File: config.mk
export PLATFORM = sky130hd
export DESIGN_NAME = fil_top
export DESIGN_NICKNAME = d
export VERILOG_FILES = /design/src/logic/fil_pkg.sv /design/src/logic/fil_sticky_flag.sv /design/src/logic/fil_top.sv
export SDC_FILE = /design/constraint.sdc
export NUM_CORES = 1
export LEC_CHECK = 0
export ABC_AREA = 1
export BUFFER_PORTS_ARGS = -buffer_cell sky130_fd_sc_hd__buf_2
export CAP_MARGIN = 20
export CELL_PAD_IN_SITES_DETAIL_PLACEMENT = 0
export CELL_PAD_IN_SITES_GLOBAL_PLACEMENT = 1
export CORE_MARGIN = 2
export CORE_UTILIZATION = 27
export DETAILED_ROUTE_END_ITERATION = 10
export GPL_TIMING_DRIVEN = 0
export HOLD_SLACK_MARGIN = 0.15
export PLACE_DENSITY_LB_ADDON = 0.1
export SKIP_CTS_REPAIR_TIMING = 1
export SYNTH_ARGS = -nofsm -noshare
export SYNTH_HDL_FRONTEND = slang
export SYNTH_HIERARCHICAL = 1
export SYNTH_SLANG_ARGS = --single-unit
export TNS_END_PERCENT = 10
File: constraint.sdc
create_clock -name aclk -period 1.1 [get_ports aclk]
set_input_delay 0.22 -clock aclk [delete_from_list [all_inputs] [get_ports aclk]]
set_output_delay 0.22 -clock aclk [all_outputs]
set_load 0.05 [all_outputs]
File: src/logic/fil_pkg.sv
// Package of constants and types for the fault interrupt logic.
// Functional notes
// RULE1 - Over-temperature trip: standby and overheat flag set.
// RULE2 - Host restarts by clearing standby after cooling.
// RULE3 - Cooling below release point raises no flag.
// RULE4 - Clearing overheat flag while hot sets it again.
// RULE5 - Five sources, each flag and enable bit.
// RULE6 - Main light flag on any threshold change.
// RULE7 - Second light flag likewise from second sensor.
// RULE8 - Overvoltage flag set at each overvoltage instance.
// RULE9 - Short flag set on entering short protection.
// RULE10 - Only enabled flags reach the interrupt pin.
// RULE11 - Writing one clears flag; reset clears all.
// RULE12 - Reading or writing zero leaves flags unchanged.
// RULE13 - Host disables unused sinks in documented order.
// RULE14 - Reset or undervoltage restores register defaults.
// RULE15 - Flags live in register index two.
// RULE16 - Interrupt pin is active-low open drain.
package fil_pkg;

  ////////////////////////////////////////////////////////////////////////////
  // Bus geometry.
  localparam int ADDR_W = 8;   // Byte address width of the slave.
  localparam int DATA_W = 32;  // Bus data width.
  localparam int IDX_LSB = 2;  // Byte address is four times the register index.
  localparam int IDX_W = ADDR_W - IDX_LSB;  // Width of a register index.

  ////////////////////////////////////////////////////////////////////////////
  // Register indices (byte address is index times four).
  localparam logic [IDX_W-1:0] CTRL_IDX = 6'h01;  // Mode register with run bit.
  localparam logic [IDX_W-1:0] FLAG_IDX = 6'h02;  // Sticky fault flags.
  localparam logic [IDX_W-1:0] IEN_IDX  = 6'h03;  // Interrupt enables.

  ////////////////////////////////////////////////////////////////////////////
  // Fields and reset values.
  localparam int NUM_SRC = 5;   // Number of interrupt sources.
  localparam int RUN_BIT = 5;   // Run bit, low means standby.
  localparam logic [NUM_SRC-1:0] FLAG_RST = 5'h00;  // Flags after reset.
  localparam logic [NUM_SRC-1:0] IEN_RST  = 5'h00;  // Enables after reset.
  localparam logic RUN_RST = 1'h0;                  // Device starts in standby.

  ////////////////////////////////////////////////////////////////////////////
  // Bus responses.
  localparam logic [1:0] RESP_OKAY   = 2'h0;  // Access done.
  localparam logic [1:0] RESP_SLVERR = 2'h2;  // Unmapped address.

  ////////////////////////////////////////////////////////////////////////////
  // Flag layout, shared by the flag and enable registers, bit 4 down to 0.
  typedef struct packed {
    logic short_flag;        // Short-circuit protection entered.
    logic overheat_flag;     // Thermal shutdown entered.
    logic overvoltage_flag;  // Output overvoltage seen.
    logic light_cmp2_flag;   // Second sensor crossed a threshold.
    logic light_cmp_flag;    // Main sensor crossed a threshold.
  } fil_evt_t;

  // Comparator outputs of one light sensor.
  typedef struct packed {
    logic dark_level;    // Below the dark threshold.
    logic office_level;  // Below the office threshold.
  } fil_light_t;

endpackage

File: src/logic/fil_sticky_flag.sv
// Bank of sticky flags in which a set beats a clear in the same cycle.
`timescale 1ns/1ps
module fil_sticky_flag #(
  parameter int WIDTH = 5
) (
  // Clock and resets.
  input  wire logic             aclk,
  input  wire logic             aresetn,
  input  wire logic             clear_all,
  // Per-bit events and clears.
  input  wire logic [WIDTH-1:0] set,
  input  wire logic [WIDTH-1:0] clr,
  // Stored flags.
  output logic      [WIDTH-1:0] flag
);

  // A set arriving with its clear is kept, so no event is lost.
  always_ff @(posedge aclk) begin
    if (!aresetn || clear_all) begin
      flag <= '0;
    end else begin
      flag <= set | (flag & ~clr);
    end
  end

endmodule

File: src/logic/fil_top.sv
// Fault interrupt controller with thermal shutdown and an AXI4-Lite slave.
`timescale 1ns/1ps
module fil_top (
  // Clock and reset.
  input  wire logic                        aclk,
  input  wire logic                        aresetn,
  // Device-level resets.
  input  wire logic                        external_reset_n,
  input  wire logic                        uvlo_event,
  // Fault and sensor inputs.
  input  wire logic                        over_temp_trip,
  input  wire logic                        die_above_release,
  input  wire fil_pkg::fil_light_t         main_light,
  input  wire fil_pkg::fil_light_t         second_light,
  input  wire logic                        overvoltage_protect,
  input  wire logic                        short_protect,
  // AXI4-Lite write address and data.
  input  wire logic [fil_pkg::ADDR_W-1:0]  awaddr,
  input  wire logic                        awvalid,
  output logic                             awready,
  input  wire logic [fil_pkg::DATA_W-1:0]  wdata,
  input  wire logic [3:0]                  wstrb,
  input  wire logic                        wvalid,
  output logic                             wready,
  // AXI4-Lite write response.
  output logic [1:0]                       bresp,
  output logic                             bvalid,
  input  wire logic                        bready,
  // AXI4-Lite read channels.
  input  wire logic [fil_pkg::ADDR_W-1:0]  araddr,
  input  wire logic                        arvalid,
  output logic                             arready,
  output logic [fil_pkg::DATA_W-1:0]       rdata,
  output logic [1:0]                       rresp,
  output logic                             rvalid,
  input  wire logic                        rready,
  // Device state.
  output logic                             standby,
  output logic                             thermal_shutdown,
  // Interrupt as a level and as an open-drain pin.
  output logic                             irq,
  output logic                             interrupt_out_n_o,
  output logic                             interrupt_out_n_oe
);
  import fil_pkg::*;

  ////////////////////////////////////////////////////////////////////////////
  // Declarations.
  logic             dev_rst;          // Pin reset or undervoltage, synchronous.
  logic             run_reg;          // Run bit; low holds standby.
  logic             tsd_reg;          // Thermal shutdown state.
  logic             tsd_enter;        // Entry into thermal shutdown.
  fil_evt_t         flags;            // Sticky flags.
  fil_evt_t         ien_reg;          // Interrupt enables.
  fil_evt_t         set_vec;          // Events of this cycle.
  fil_evt_t         clr_vec;          // Clears written by software.
  fil_light_t       main_prev;        // Main sensor result last cycle.
  fil_light_t       second_prev;      // Second sensor result last cycle.
  logic             light_armed;      // Previous results are valid.
  logic             ovp_prev;         // Overvoltage input last cycle.
  logic             short_prev;       // Short input last cycle.
  logic             aw_held;          // Write address captured.
  logic [IDX_W-1:0] aw_idx;           // Captured write index.
  logic             w_held;           // Write data captured.
  logic [7:0]       wbyte;            // Captured low data byte.
  logic             wlane0;           // Captured strobe of the low byte.
  logic             do_write;         // Both halves held, response free.
  logic             wr_hit;           // Write index is mapped.
  logic [IDX_W-1:0] ar_idx;           // Read index.
  logic [DATA_W-1:0] rd_word;         // Read data before the flop.
  logic             rd_hit;           // Read index is mapped.

  // Read index; the two byte bits below a word are ignored.
  assign ar_idx  = araddr[ADDR_W-1:IDX_LSB];
  // Pin reset and undervoltage act alike, but leave the bus logic alone.
  assign dev_rst = !external_reset_n || uvlo_event;  // RULE14
  // A write lands only once both halves are held and the last answer is gone.
  assign do_write = aw_held && w_held && !bvalid;
  // Unmapped writes get an error response and change nothing.
  assign wr_hit  = (aw_idx == CTRL_IDX) || (aw_idx == FLAG_IDX) || (aw_idx == IEN_IDX);

  ////////////////////////////////////////////////////////////////////////////
  // Thermal shutdown.

  // Entry is the first cycle of a trip; a trip already latched is not news.
  assign tsd_enter = over_temp_trip && !tsd_reg;

  // The state holds until the die is below the release point, so the host
  // cannot restart a part that is still hot.
  always_ff @(posedge aclk) begin
    if (!aresetn || dev_rst) begin
      tsd_reg <= 1'b0;
    end else if (over_temp_trip) begin
      tsd_reg <= 1'b1;  // RULE1
    end else if (!die_above_release) begin
      tsd_reg <= 1'b0;  // RULE3
    end
  end

  // Run bit: hardware drops it on shutdown; a host write of one only takes
  // effect once the part has cooled.
  always_ff @(posedge aclk) begin
    if (!aresetn || dev_rst) begin
      run_reg <= RUN_RST;  // RULE14
    end else if (tsd_enter || tsd_reg) begin
      run_reg <= 1'b0;  // RULE1
    end else if (do_write && wlane0 && aw_idx == CTRL_IDX) begin
      run_reg <= wbyte[RUN_BIT];  // RULE2
    end
  end

  assign standby = !run_reg;
  assign thermal_shutdown = tsd_reg;

  ////////////////////////////////////////////////////////////////////////////
  // Event detection.

  // Edge history; the arm bit stops the first sample after reset from
  // looking like a threshold crossing.
  always_ff @(posedge aclk) begin
    if (!aresetn || dev_rst) begin
      main_prev   <= '0;
      second_prev <= '0;
      light_armed <= 1'b0;
      ovp_prev    <= 1'b0;
      short_prev  <= 1'b0;
    end else begin
      main_prev   <= main_light;
      second_prev <= second_light;
      light_armed <= 1'b1;
      ovp_prev    <= overvoltage_protect;
      short_prev  <= short_protect;
    end
  end

  // Software clears: a one in the low byte of a flag write, nothing else.
  always_comb begin
    clr_vec = '0;
    if (do_write && wlane0 && aw_idx == FLAG_IDX) begin
      clr_vec = fil_evt_t'(wbyte[NUM_SRC-1:0]);  // RULE11 RULE12
    end
  end

  // Events of this cycle.
  always_comb begin
    set_vec = '0;
    set_vec.light_cmp_flag   = light_armed && (main_light != main_prev);  // RULE6
    set_vec.light_cmp2_flag  = light_armed && (second_light != second_prev);  // RULE7
    set_vec.overvoltage_flag = overvoltage_protect && !ovp_prev;  // RULE8
    set_vec.short_flag       = short_protect && !short_prev;  // RULE9
    // Entry, or a clear while still hot, which re-raises the flag.
    set_vec.overheat_flag = tsd_enter  // RULE1
                         || (clr_vec.overheat_flag && die_above_release);  // RULE4
  end

  // Five independent sticky flags.
  fil_sticky_flag #(
    .WIDTH(NUM_SRC)
  ) u_flags (
    .aclk     (aclk),
    .aresetn  (aresetn),
    .clear_all(dev_rst),
    .set      (set_vec),
    .clr      (clr_vec),
    .flag     (flags)
  );  // RULE5 RULE11 RULE14

  ////////////////////////////////////////////////////////////////////////////
  // Enable register and interrupt pin.

  // Enables steer which flags reach the pin.
  always_ff @(posedge aclk) begin
    if (!aresetn || dev_rst) begin
      ien_reg <= IEN_RST;  // RULE14
    end else if (do_write && wlane0 && aw_idx == IEN_IDX) begin
      ien_reg <= fil_evt_t'(wbyte[NUM_SRC-1:0]);
    end
  end

  // The pin is pulled low only; the board pull-up provides the high level.
  assign irq = |(flags & ien_reg);  // RULE10
  assign interrupt_out_n_o  = 1'b0;  // RULE16
  assign interrupt_out_n_oe = irq;  // RULE16

  ////////////////////////////////////////////////////////////////////////////
  // AXI4-Lite write path.

  // Address and data are captured independently, in either order.
  assign awready = !aw_held;
  assign wready  = !w_held;

  // Write address holder.
  always_ff @(posedge aclk) begin
    if (!aresetn) begin
      aw_held <= 1'b0;
      aw_idx  <= '0;
    end else if (awvalid && awready) begin
      aw_held <= 1'b1;
      aw_idx  <= awaddr[ADDR_W-1:IDX_LSB];
    end else if (do_write) begin
      aw_held <= 1'b0;
    end
  end

  // Write data holder; registers are eight bits wide in the low lane.
  always_ff @(posedge aclk) begin
    if (!aresetn) begin
      w_held <= 1'b0;
      wbyte  <= '0;
      wlane0 <= 1'b0;
    end else if (wvalid && wready) begin
      w_held <= 1'b1;
      wbyte  <= wdata[7:0];
      wlane0 <= wstrb[0];
    end else if (do_write) begin
      w_held <= 1'b0;
    end
  end

  // Response one cycle after both halves are held.
  always_ff @(posedge aclk) begin
    if (!aresetn) begin
      bvalid <= 1'b0;
      bresp  <= RESP_OKAY;
    end else if (do_write) begin
      bvalid <= 1'b1;
      bresp  <= wr_hit ? RESP_OKAY : RESP_SLVERR;
    end else if (bready) begin
      bvalid <= 1'b0;
    end
  end

  ////////////////////////////////////////////////////////////////////////////
  // AXI4-Lite read path.

  // Reads have no side effect, so flags survive polling.
  always_comb begin
    rd_word = '0;
    rd_hit  = 1'b1;
    unique case (ar_idx)
      CTRL_IDX: rd_word[RUN_BIT] = run_reg;
      FLAG_IDX: rd_word[NUM_SRC-1:0] = flags;  // RULE15 RULE12
      IEN_IDX:  rd_word[NUM_SRC-1:0] = ien_reg;
      default:  rd_hit = 1'b0;
    endcase
  end

  assign arready = !rvalid;

  // Read data and response come from flops the cycle after the address.
  always_ff @(posedge aclk) begin
    if (!aresetn) begin
      rvalid <= 1'b0;
      rdata  <= '0;
      rresp  <= RESP_OKAY;
    end else if (arvalid && arready) begin
      rvalid <= 1'b1;
      rdata  <= rd_word;
      rresp  <= rd_hit ? RESP_OKAY : RESP_SLVERR;
    end else if (rready) begin
      rvalid <= 1'b0;
    end
  end
endmodule

==> summary.txt, run 1 <==
status = finished, violations left
failing checks = negative setup slack
RSZ-0062 raised after global routing = true
routability congestion estimate = 0.737
Multi-input gate area = 1030 um^2
Lkg Pwr = 0.00145 uW
Initial Utilization = 0.280
crit path max fanout = 3
synthesized area = 2170 um^2
antenna diode count = 0
CTS H-Tree Depth = 2
clock transition at the registers of the reported paths = 0.08 ns
CTS max path bufs = 2
initial antenna violation count = 0
top cells by area, synth = dfxtp_1 41%, nor2_1 11%, buf_4 10%
WHS Endpoint = second_prev[0]$_SDFF_PP0_
Critical Path Sink Type = output pin
Site Rows = 32
placed cell areas = 2700 um^2
final core occ = 0.382
Worst VDD drop = 0.457 mV
crit-path leading delay family = flip-flops
fin area = 2970 um^2
PD cells = 1230 nW/um^2
CTS tree = built
Nets = 459
Filler Cells Inserted = 879
Die H = 93.7 um
I/O pin count = 115
Pre-antenna DRT Iters = 4
#FFs+latches synth = 44
area share of the largest cell type after synthesis = 0.406
total core area = 7770 um^2
storage element area = 908 um^2
required time worst endpoint = 0.88 ns
CP bufs+invs = 2
final hold violation count = 0
Slowest cell on crit path = dfxtp_2
kind of critical path = reg -> out
Hold Path Cell Cnt = 3
vias in the first global route = 1,820
Hold Crit Start = second_light[0]
via count = 1,906
CP Cell Sequence = nand2_2 -> nand2_2 -> a221oi_4 -> nand2_2 -> buf_8 -> buf_8
DRC viols = 0
Netlist cell types = 27
Syn. warnings = 6
Regs by FF count = aw_idx (6), rdata (6), wbyte (6)
Port Buffers = 52
max-slew violations = 0
min cycle time layout = 1.52 ns
arrival time at the worst endpoint = 1.30 ns
Worst Reg-to-Reg Cells = 7
Max stage delay on crit path = 0.34 ns
post-synth top area cell = dfxtp_1
synthesis-to-finish area growth = 36.7%
Worst Skew = 0.00327 ns
root buf cell = clkbuf_8
die width = 93.7 um
post-route setup slack = -0.420 ns
HPWL after DPL = 3900 um
worst min path class = in -> reg
GR Util met2 = 0.186
WHS = 0.157 ns
max cap viols = 0
Post-Syn Area per Cell = 7.24 um^2
grt peak-use layer = met2
met1 Track Usage GR = 0.154
endpoints failing setup = 9
Post-Layout Cell Count = 493
gr usage total = 0.116
first-pass GRT wire length = 8090 um
RR Startpoint = aw_idx[4]$_SDFFE_PN0P_
cts bufs inserted = 5
share of layout cells above drive strength 1 = 0.366
total wire length = 4860 um
placed cell count = 482
R2R Path End = u_flags/flag[3]$_SDFF_PP0_
grt ovf = 0
CP Launch Type = register
Max Clk Rate = 0.658 GHz
latest clock arrival within the worst-skew pair = 0.29 ns
Tcrit/Tclk final = 1.38
largest net degree at the start of global routing = 13
Vias/cell = 3.87
internal reg-to-reg setup slack = -0.09 ns
most frequent CP cell = nand2_2
Routed WL per cell = 9.85 um
initial DRC count = 46
Post-Place Setup Slack = -0.196 ns
ANT nets after route = 0
clk sinks = 44
register area share after synthesis = 0.406
die footprint = 8780 um^2
synthesized instance count = 300
met3 Resource Use GR = 0.0289
## worst max path at each step
| stage | to | startpoint | slack, ns | depth (start not counted) |
|---|---|---|---|---|
| 6_report | irq | u_flags/flag[1]$_SDFF_PP0_ | -0.42 | 6 |
| 5_1_grt | irq | u_flags/flag[1]$_SDFF_PP0_ | -0.52 | 6 |
| 4_1_cts | irq | u_flags/flag[1]$_SDFF_PP0_ | -0.52 | 6 |
| 3_5_place_dp | irq | u_flags/flag[1]$_SDFF_PP0_ | -0.20 | 6 |
| 3_3_place_gp | u_flags/flag[4]$_SDFF_PP0_ | w_held$_SDFFE_PN0P_ | -0.20 | 7 |
| 2_1_floorplan | irq | ien_reg[1]$_SDFFE_PP0P_ | -0.17 | 5 |
## through the flow
stage          power, uW  TNS, ns
3_5_place_dp        2600    -1.80
2_1_floorplan       2430    -1.51
3_3_place_gp        2600    -1.49
5_1_grt             3860    -2.44
6_report            3650    -1.05
4_1_cts             3640    -2.88
## routing by layer
layer,vias up,share of wire
li1,1054,-
met1,800,0.51
met2,50,0.43
met3,2,0.053
met4,0,0.0070
met5,-,0
## cell type report
class | instances | share of cell area
Tap cell | 102 | 0.0430
Clock buffer | 8 | 0.0303
Multi-Input combinational cell | 200 | 0.348
Inverter | 50 | 0.0674
Timing Repair Buffer | 55 | 0.118
Sequential cell | 44 | 0.306
Buffer | 34 | 0.0877
## placed cells by master (no fill, tap or decap), types with 4 or more instances in the layout
master / n
inv_1: 41
dfxtp_2: 10
dfxtp_4: 4
dfxtp_1: 30
nor2_4: 4
buf_4: 44
nor2_1: 58
nand2_2: 6
nand4_1: 7
nand3_1: 20
a21oi_2: 5
buf_6: 4
inv_2: 7
clkbuf_8: 6
conb_1: 29
o21ai_0: 12
buf_2: 37
o21ai_1: 5
nand2_1: 23
a21oi_1: 14
xnor2_1: 4
## kinds of logic (layout without fill, tap and decap cells)
| kind of cell | count (synthesis) | after routing | synth area share |
|---|---|---|---|
| AO/OA/AOI/OAI | 38 | 38 | 0.0991 |
| XOR/XNOR | 4 | 4 | 0.0161 |
| buffers and inverters | 84 | 147 | 0.199 |
| flip-flops | 44 | 44 | 0.406 |
| other | 1 | 29 | 0.00173 |
| AND/OR/NAND/NOR | 129 | 129 | 0.279 |
## cells in the mapped netlist
cell / instances
a21oi_1: 14
a21oi_2: 5
a221oi_1: 1
buf_2: 3
buf_4: 30
clkbuf_1: 1
conb_1: 1
dfxtp_1: 44
inv_1: 44
inv_2: 6
nand2_1: 29
nand2_2: 2
nand2_4: 1
nand3_1: 20
nand3_2: 1
nand4_1: 7
nand4_2: 1
nand4_4: 1
nor2_1: 61
nor2_2: 2
nor2_4: 2
nor3_1: 1
nor3_4: 1
o21a_1: 1
o21ai_0: 16
o21ai_1: 1
xnor2_1: 4
## report_power, final
part           total, uW  switching [uW]  internal (uW)
registers           1740            62.1           1670
clock network       1030             519            513
logic                884             606            278
total               3650            1190           2470
## worst register-to-register path, delay by kind of cell (launching register included)
kind / cells / cell delay (ns)
and+or+nand+nor: 4 / 0.51
DFF: 1 / 0.34
AOI/OAI and AO/OA: 2 / 0.20
buffers and inverters: 1 / 0.07
No activity file was read; power rests on OpenSTA's default activity.
==> run 2, diff against run 1 <==
CORE_ASPECT_RATIO = 0.9   (was not set)
==> run 2 against run 1 <==
- the run still ends with negative setup slack left
- global-route usage about the same
- final area increased by 2.7%
- clock-buffer cell count decreased by 3
- non-clock buffer count increased by 7
- sequential share of layout area decreased by 0.94 points
- clock skew increased by 0.0067 ns
- wire length increased by 1.7%
- critical path type unchanged
- highest routed layer unchanged
==> summary.txt, run 2 (synthesis gave the netlist of run 1 again) <==
total wire length = 4940 um (+1.7%)
via count = 1,936 (+1.6%)
PD cells = 1220 nW/um^2 (-0.69%)
CTS max path bufs = 2 (unchanged)
Max Clk Rate = 0.647 GHz (-1.6%)
CTS H-Tree Depth = 2 (unchanged)
CTS tree = built
largest net degree at the start of global routing = 16 (+3)
initial DRC count = 36 (-22%)
grt peak-use layer = met2
Lkg Pwr = 0.00148 uW (+1.7%)
CP Launch Type = register
Worst VDD drop = 0.494 mV (+8.0%)
GR Util met2 = 0.181 (-0.00513)
kind of critical path = reg -> out
latest clock arrival within the worst-skew pair = 0.30 ns (about the same)
Max stage delay on crit path = 0.35 ns (about the same)
crit-path leading delay family = flip-flops
DRC viols = 0 (unchanged)
grt ovf = 0 (unchanged)
Tcrit/Tclk final = 1.40 (+0.0219)
final hold violation count = 0 (unchanged)
post-route setup slack = -0.445 ns (-0.0241 ns)
die width = 98.5 um (+5.2%)
total core area = 7910 um^2 (+1.9%)
cts bufs inserted = 5 (unchanged)
Regs by FF count = aw_idx (6), rdata (6), wbyte (6)
failing checks = negative setup slack
most frequent CP cell = nand2_2
clk sinks = 44 (unchanged)
Worst Skew = 0.00998 ns (+0.00671 ns)
ANT nets after route = 0 (unchanged)
WHS = 0.136 ns (-0.0208 ns)
total power = 3730 uW (+2.0%)
placed cell areas = 2690 um^2 (-0.14%)
synthesis-to-finish area growth = 40.4%
commonest non-fill, non-tap cells in the layout = 57 x nor2_1, 42 x buf_4, 40 x inv_1
Site Rows = 31 (-3.1%)
arrival time at the worst endpoint = 1.32 ns (+0.02 ns)
Routed WL per cell = 9.95 um (+0.93%)
Initial Utilization = 0.275 (-0.00513)
initial antenna violation count = 0 (unchanged)
required time worst endpoint = 0.88 ns (about the same)
die footprint = 8780 um^2 (about the same)
crit path max fanout = 3 (unchanged)
antenna diode count = 0 (unchanged)
share of layout cells above drive strength 1 = 0.377 (+0.0112)
gr usage total = 0.116 (+0.000346)
met1 Track Usage GR = 0.158 (+0.00444)
clock transition at the registers of the reported paths = 0.09 ns (about the same)
fin area = 3050 um^2 (+2.7%)
Port Buffers = 52 (unchanged)
first-pass GRT wire length = 8120 um (+0.35%)
min cycle time layout = 1.54 ns (+0.0241 ns)
I/O pin count = 115 (unchanged)
status = finished, violations left
worst min path class = in -> reg
met3 Resource Use GR = 0.0328 (+0.00395)
RSZ-0062 raised after global routing = true
Nets = 466 (+1.5%)
endpoints failing setup = 14 (+5)
Vias/cell = 3.90 (+0.76%)
Critical Path Sink Type = output pin
vias in the first global route = 1,785 (-1.9%)
Slowest cell on crit path = dfxtp_2
CP Cell Sequence = nand2_2 -> nand2_2 -> a221oi_2 -> nand2_2 -> buf_8 -> buf_8
max cap viols = 0 (unchanged)
root buf cell = clkbuf_8
Filler Cells Inserted = 891 (+1.4%)
routability congestion estimate = 0.724 (-1.7%)
Die H = 89.1 um (-4.9%)
max-slew violations = 0 (unchanged)
Pre-antenna DRT Iters = 4 (unchanged)
most common cell after layout, fill and taps aside = nor2_1
final core occ = 0.386 (+0.00327)
CP bufs+invs = 2 (unchanged)
HPWL after DPL = 3930 um (+0.72%)
-- run 2: final timing paths --
check	from	endpoint	slack, ns	cells after the start
worst min register to register	wbyte[5]$_SDFFE_PN0P_	wbyte[5]$_SDFFE_PN0P_	0.46	2
worst max register to register	aw_idx[5]$_SDFFE_PN0P_	u_flags/flag[1]$_SDFF_PP0_	-0.05	7
worst max-delay path	u_flags/flag[0]$_SDFF_PP0_	irq	-0.44	6
worst min-delay path	second_light[0]	second_prev[0]$_SDFF_PP0_	0.14	3
-- run 2: through the flow --
stage / setup TNS [ns] / setup slack (ns) / cells
global route: -2.23 / -0.528 / 497
CTS: -3.18 / -0.554 / 487
floorplan: -1.51 / -0.172 / 328
global placement: -1.48 / -0.198 / 479
finish: -1.20 / -0.445 / 497
detailed placement: -1.71 / -0.202 / 479
-- run 2: final cells by class --
cell class,instances,area [um^2],share of cell area
multi-input cells,200,1030,0.338
flip-flops and latches,44,905,0.297
repair buffers,62,434,0.142
plain buffers,34,260,0.0853
inverters,50,203,0.0664
well taps,99,124,0.0406
clock buffers,5,68.8,0.0226
clock inverters,3,23.8,0.00779
-- run 2: power breakdown --
group / internal, uW / switching, uW
clock: 450 / 607
sequential: 1670 / 61.6
combinational: 314 / 619
-- run 2: worst min-delay path, cell delays in order --
cell,delay (ns)
buf_2,0.11
inv_1,0.04
nor2_1,0.03
-- run 2: metal layers --
metal,share of wire,up-vias,wire length [um]
met4,0.011,0,52
met2,0.42,55,2090
met1,0.50,807,2490
met3,0.064,6,315
li1,-,1068,-
met5,0,-,0
==> run 3, diff against run 2 <==
ABC_AREA = not set   (was 1)
CORE_UTILIZATION = 28   (was 27)
GPL_TIMING_DRIVEN = not set   (was 0)
SKIP_LAST_GASP = 1   (was not set)
==> run 3 against run 2 <==
- the run still ends with negative setup slack left
- wire length rose by 1.6%
- core utilization rose by 0.37 points
- via count fell by 7.9%
- sequential share of layout area rose by 1.0 points
- sequential power barely moved
- clock skew fell by 0.0043 ns
- non-clock buffer count fell by 5
- clock-buffer cell count rose by 1
- register-to-register slack got worse by 0.27 ns
- critical endpoint is now interrupt_out_n_oe
==> summary.txt, run 3 <==
total core area = 7430 um^2 (-6.1%)
number of flops mapped to enable cells by yosys = 0 (unchanged)
synthesis-to-finish area growth = 36.5%
Site Rows = 30 (-3.2%)
post-route setup slack = -0.444 ns (+0.000365 ns)
initial DRC count = 62 (+72%)
Lkg Pwr = 0.00125 uW (-15%)
via count = 1,784 (-7.9%)
CP Cell Sequence = a222oi_1 -> nand2_2 -> buf_6
Critical Path Sink Type = output pin
routability congestion estimate = 0.744 (+2.7%)
vias in the first global route = 1,621 (-9.2%)
fin area = 2890 um^2 (-5.2%)
Net Sw Frac = 0.308 (-0.0374)
Pre-antenna DRT Iters = 5 (+1)
most frequent cells after synthesis = 44 x dfxtp_1, 30 x buf_4, 20 x nor2b_1
die width = 95.7 um (-2.9%)
gr usage total = 0.126 (+0.00964)
min cycle time layout = 1.54 ns (-0.000365 ns)
placed cell areas = 2690 um^2 (about the same)
synthesized instance count = 231 (-23%)
Multi-input gate area = 1150 um^2 (+12%)
CTS H-Tree Depth = 2 (unchanged)
endpoints failing setup = 37 (+23)
Vias/cell = 4.30 (+10%)
final hold violation count = 0 (unchanged)
CTS max path bufs = 2 (unchanged)
crit path max fanout = 2 (-1)
Primary FF master, synth = dfxtp_1
register area share after synthesis = 0.416 (+0.0101)
kind of critical path = reg -> out
share of layout cells above drive strength 1 = 0.361 (-0.0164)
Die H = 86.5 um (-2.9%)
most frequent cell after synthesis = dfxtp_1
root buf cell = clkbuf_8
arrival time at the worst endpoint = 1.32 ns (about the same)
top cells by area, synth = dfxtp_1 42%, buf_4 11%, mux2i_1 6.6%
failing checks = negative setup slack
Int Power = 2610 uW (+7.0%)
clock transition at the registers of the reported paths = 0.09 ns (about the same)
DRC viols = 0 (unchanged)
required time worst endpoint = 0.88 ns (about the same)
Netlist cell types = 35 (+30%)
Port Buffers = 52 (unchanged)
Routed WL per cell = 12.1 um (+22%)
grt ovf = 0 (unchanged)
Worst VDD drop = 0.387 mV (-22%)
Initial Utilization = 0.285 (+0.0107)
ANT nets after route = 0 (unchanged)
combinational power share = 0.219 (-0.031)
Post-Syn Area per Cell = 9.18 um^2 (+27%)
post-synth top area cell = dfxtp_1
CTS tree = built
Sequential Power Share = 0.454 (-0.012)
ys async rst share = 0 (unchanged)
Slowest cell on crit path = a222oi_1
#FFs+latches synth = 44 (unchanged)
Regs by FF count = aw_idx (6), rdata (6), wbyte (6)
most common cell after layout, fill and taps aside = buf_2
antenna diode count = 0 (unchanged)
die footprint = 8280 um^2 (-5.7%)
total wire length = 5020 um (+1.6%)
HPWL after DPL = 3880 um (-1.2%)
Tcrit/Tclk final = 1.40 (about the same)
Max stage delay on crit path = 0.40 ns (+0.05 ns)
area share of the largest cell type after synthesis = 0.416 (+0.0101)
max cap viols = 0 (unchanged)
Nets = 387 (-17%)
RSZ-0062 raised after global routing = true
Net Switching = 1160 uW (-9.8%)
Filler Cells Inserted = 764 (-14%)
max-slew violations = 0 (unchanged)
commonest non-fill, non-tap cells in the layout = 50 x buf_2, 41 x dfxtp_1, 33 x buf_4
worst min path class = in -> reg
Max Clk Rate = 0.648 GHz (about the same)
initial antenna violation count = 0 (unchanged)
Syn. warnings = 6 (unchanged)
cts bufs inserted = 5 (unchanged)
synthesized area = 2120 um^2 (-2.4%)
CP Launch Type = register
Worst Skew = 0.00570 ns (-0.00428 ns)
Clock Power Share = 0.327 (+0.043)
storage element area = 887 um^2 (-1.9%)
first-pass GRT wire length = 8010 um (-1.4%)
latest clock arrival within the worst-skew pair = 0.29 ns (about the same)
status = finished, violations left
largest net degree at the start of global routing = 24 (+8)
I/O pin count = 115 (unchanged)
clk sinks = 44 (unchanged)
PD cells = 1300 nW/um^2 (+6.7%)
WHS = 0.136 ns (-0.000253 ns)
## run 3: power by group through the flow
stage          clock network, uW  registers, uW  logic, uW
2_1_floorplan                  0           1830        567
3_3_place_gp                   0           1750        802
3_5_place_dp                   0           1750        804
4_1_cts                     1290           1710        805
5_1_grt                     1340           1720        896
6_report                    1230           1710        827
## run 3: area by class of cell
cell class | instances | area share
Clock buffer | 6 | 0.0251
Clock inverter | 2 | 0.0121
Inverter | 12 | 0.0156
Multi-Input combinational cell | 164 | 0.398
Sequential cell | 44 | 0.307
Tap cell | 96 | 0.0415
Timing Repair Buffer | 91 | 0.201
## run 3: worst paths after layout
check                     startpoint                      end  slack, ns  cells past startpoint
min                          awvalid     aw_held$_SDFFE_PN0P_       0.14                      3
min reg2reg    rdata[5]$_SDFFE_PN0P_    rdata[5]$_SDFFE_PN0P_       0.48                      2
max reg2reg   aw_idx[5]$_SDFFE_PN0P_  ien_reg[2]$_SDFFE_PP0P_      -0.32                      4
max          ien_reg[4]$_SDFFE_PP0P_       interrupt_out_n_oe      -0.44                      3
## run 3: cell families (layout without fill, tap and decap cells)
kind of cell / count (synthesis) / count (layout) / share of synthesized area
muxes: 14 / 14 / 0.0661
AOI/OAI and AO/OA: 38 / 38 / 0.127
buffers and inverters: 51 / 111 / 0.144
xor gates and xnor gates: 4 / 4 / 0.0165
DFF: 44 / 44 / 0.416
other: 1 / 29 / 0.00177
and+or+nand+nor: 79 / 79 / 0.229
## run 3: worst max-delay path, delay by kind of cell, from the launching register on
kind,cells,cell delay [ns]
simple gates,1,0.13
compound gates,1,0.40
flops,1,0.32
buf+inv,1,0.18
## run 3: layer usage
layer	global-route usage	routed length [um]
met1	0.184	2460
met2	0.182	2180
met3	0.0339	358
met4	0.0312	29
met5	0	0
## run 3: per-stage QoR
step	TNS, ns	power (uW)	util	setup slack [ns]	instances
floorplan	-5.36	2390	-	-0.324	259
detailed placement	-4.47	2550	0.362	-0.370	402
global placement	-4.51	2550	0.362	-0.338	402
CTS	-6.22	3810	0.377	-0.476	410
global route	-8.42	3960	0.389	-0.535	415
finish	-5.44	3770	0.389	-0.444	415
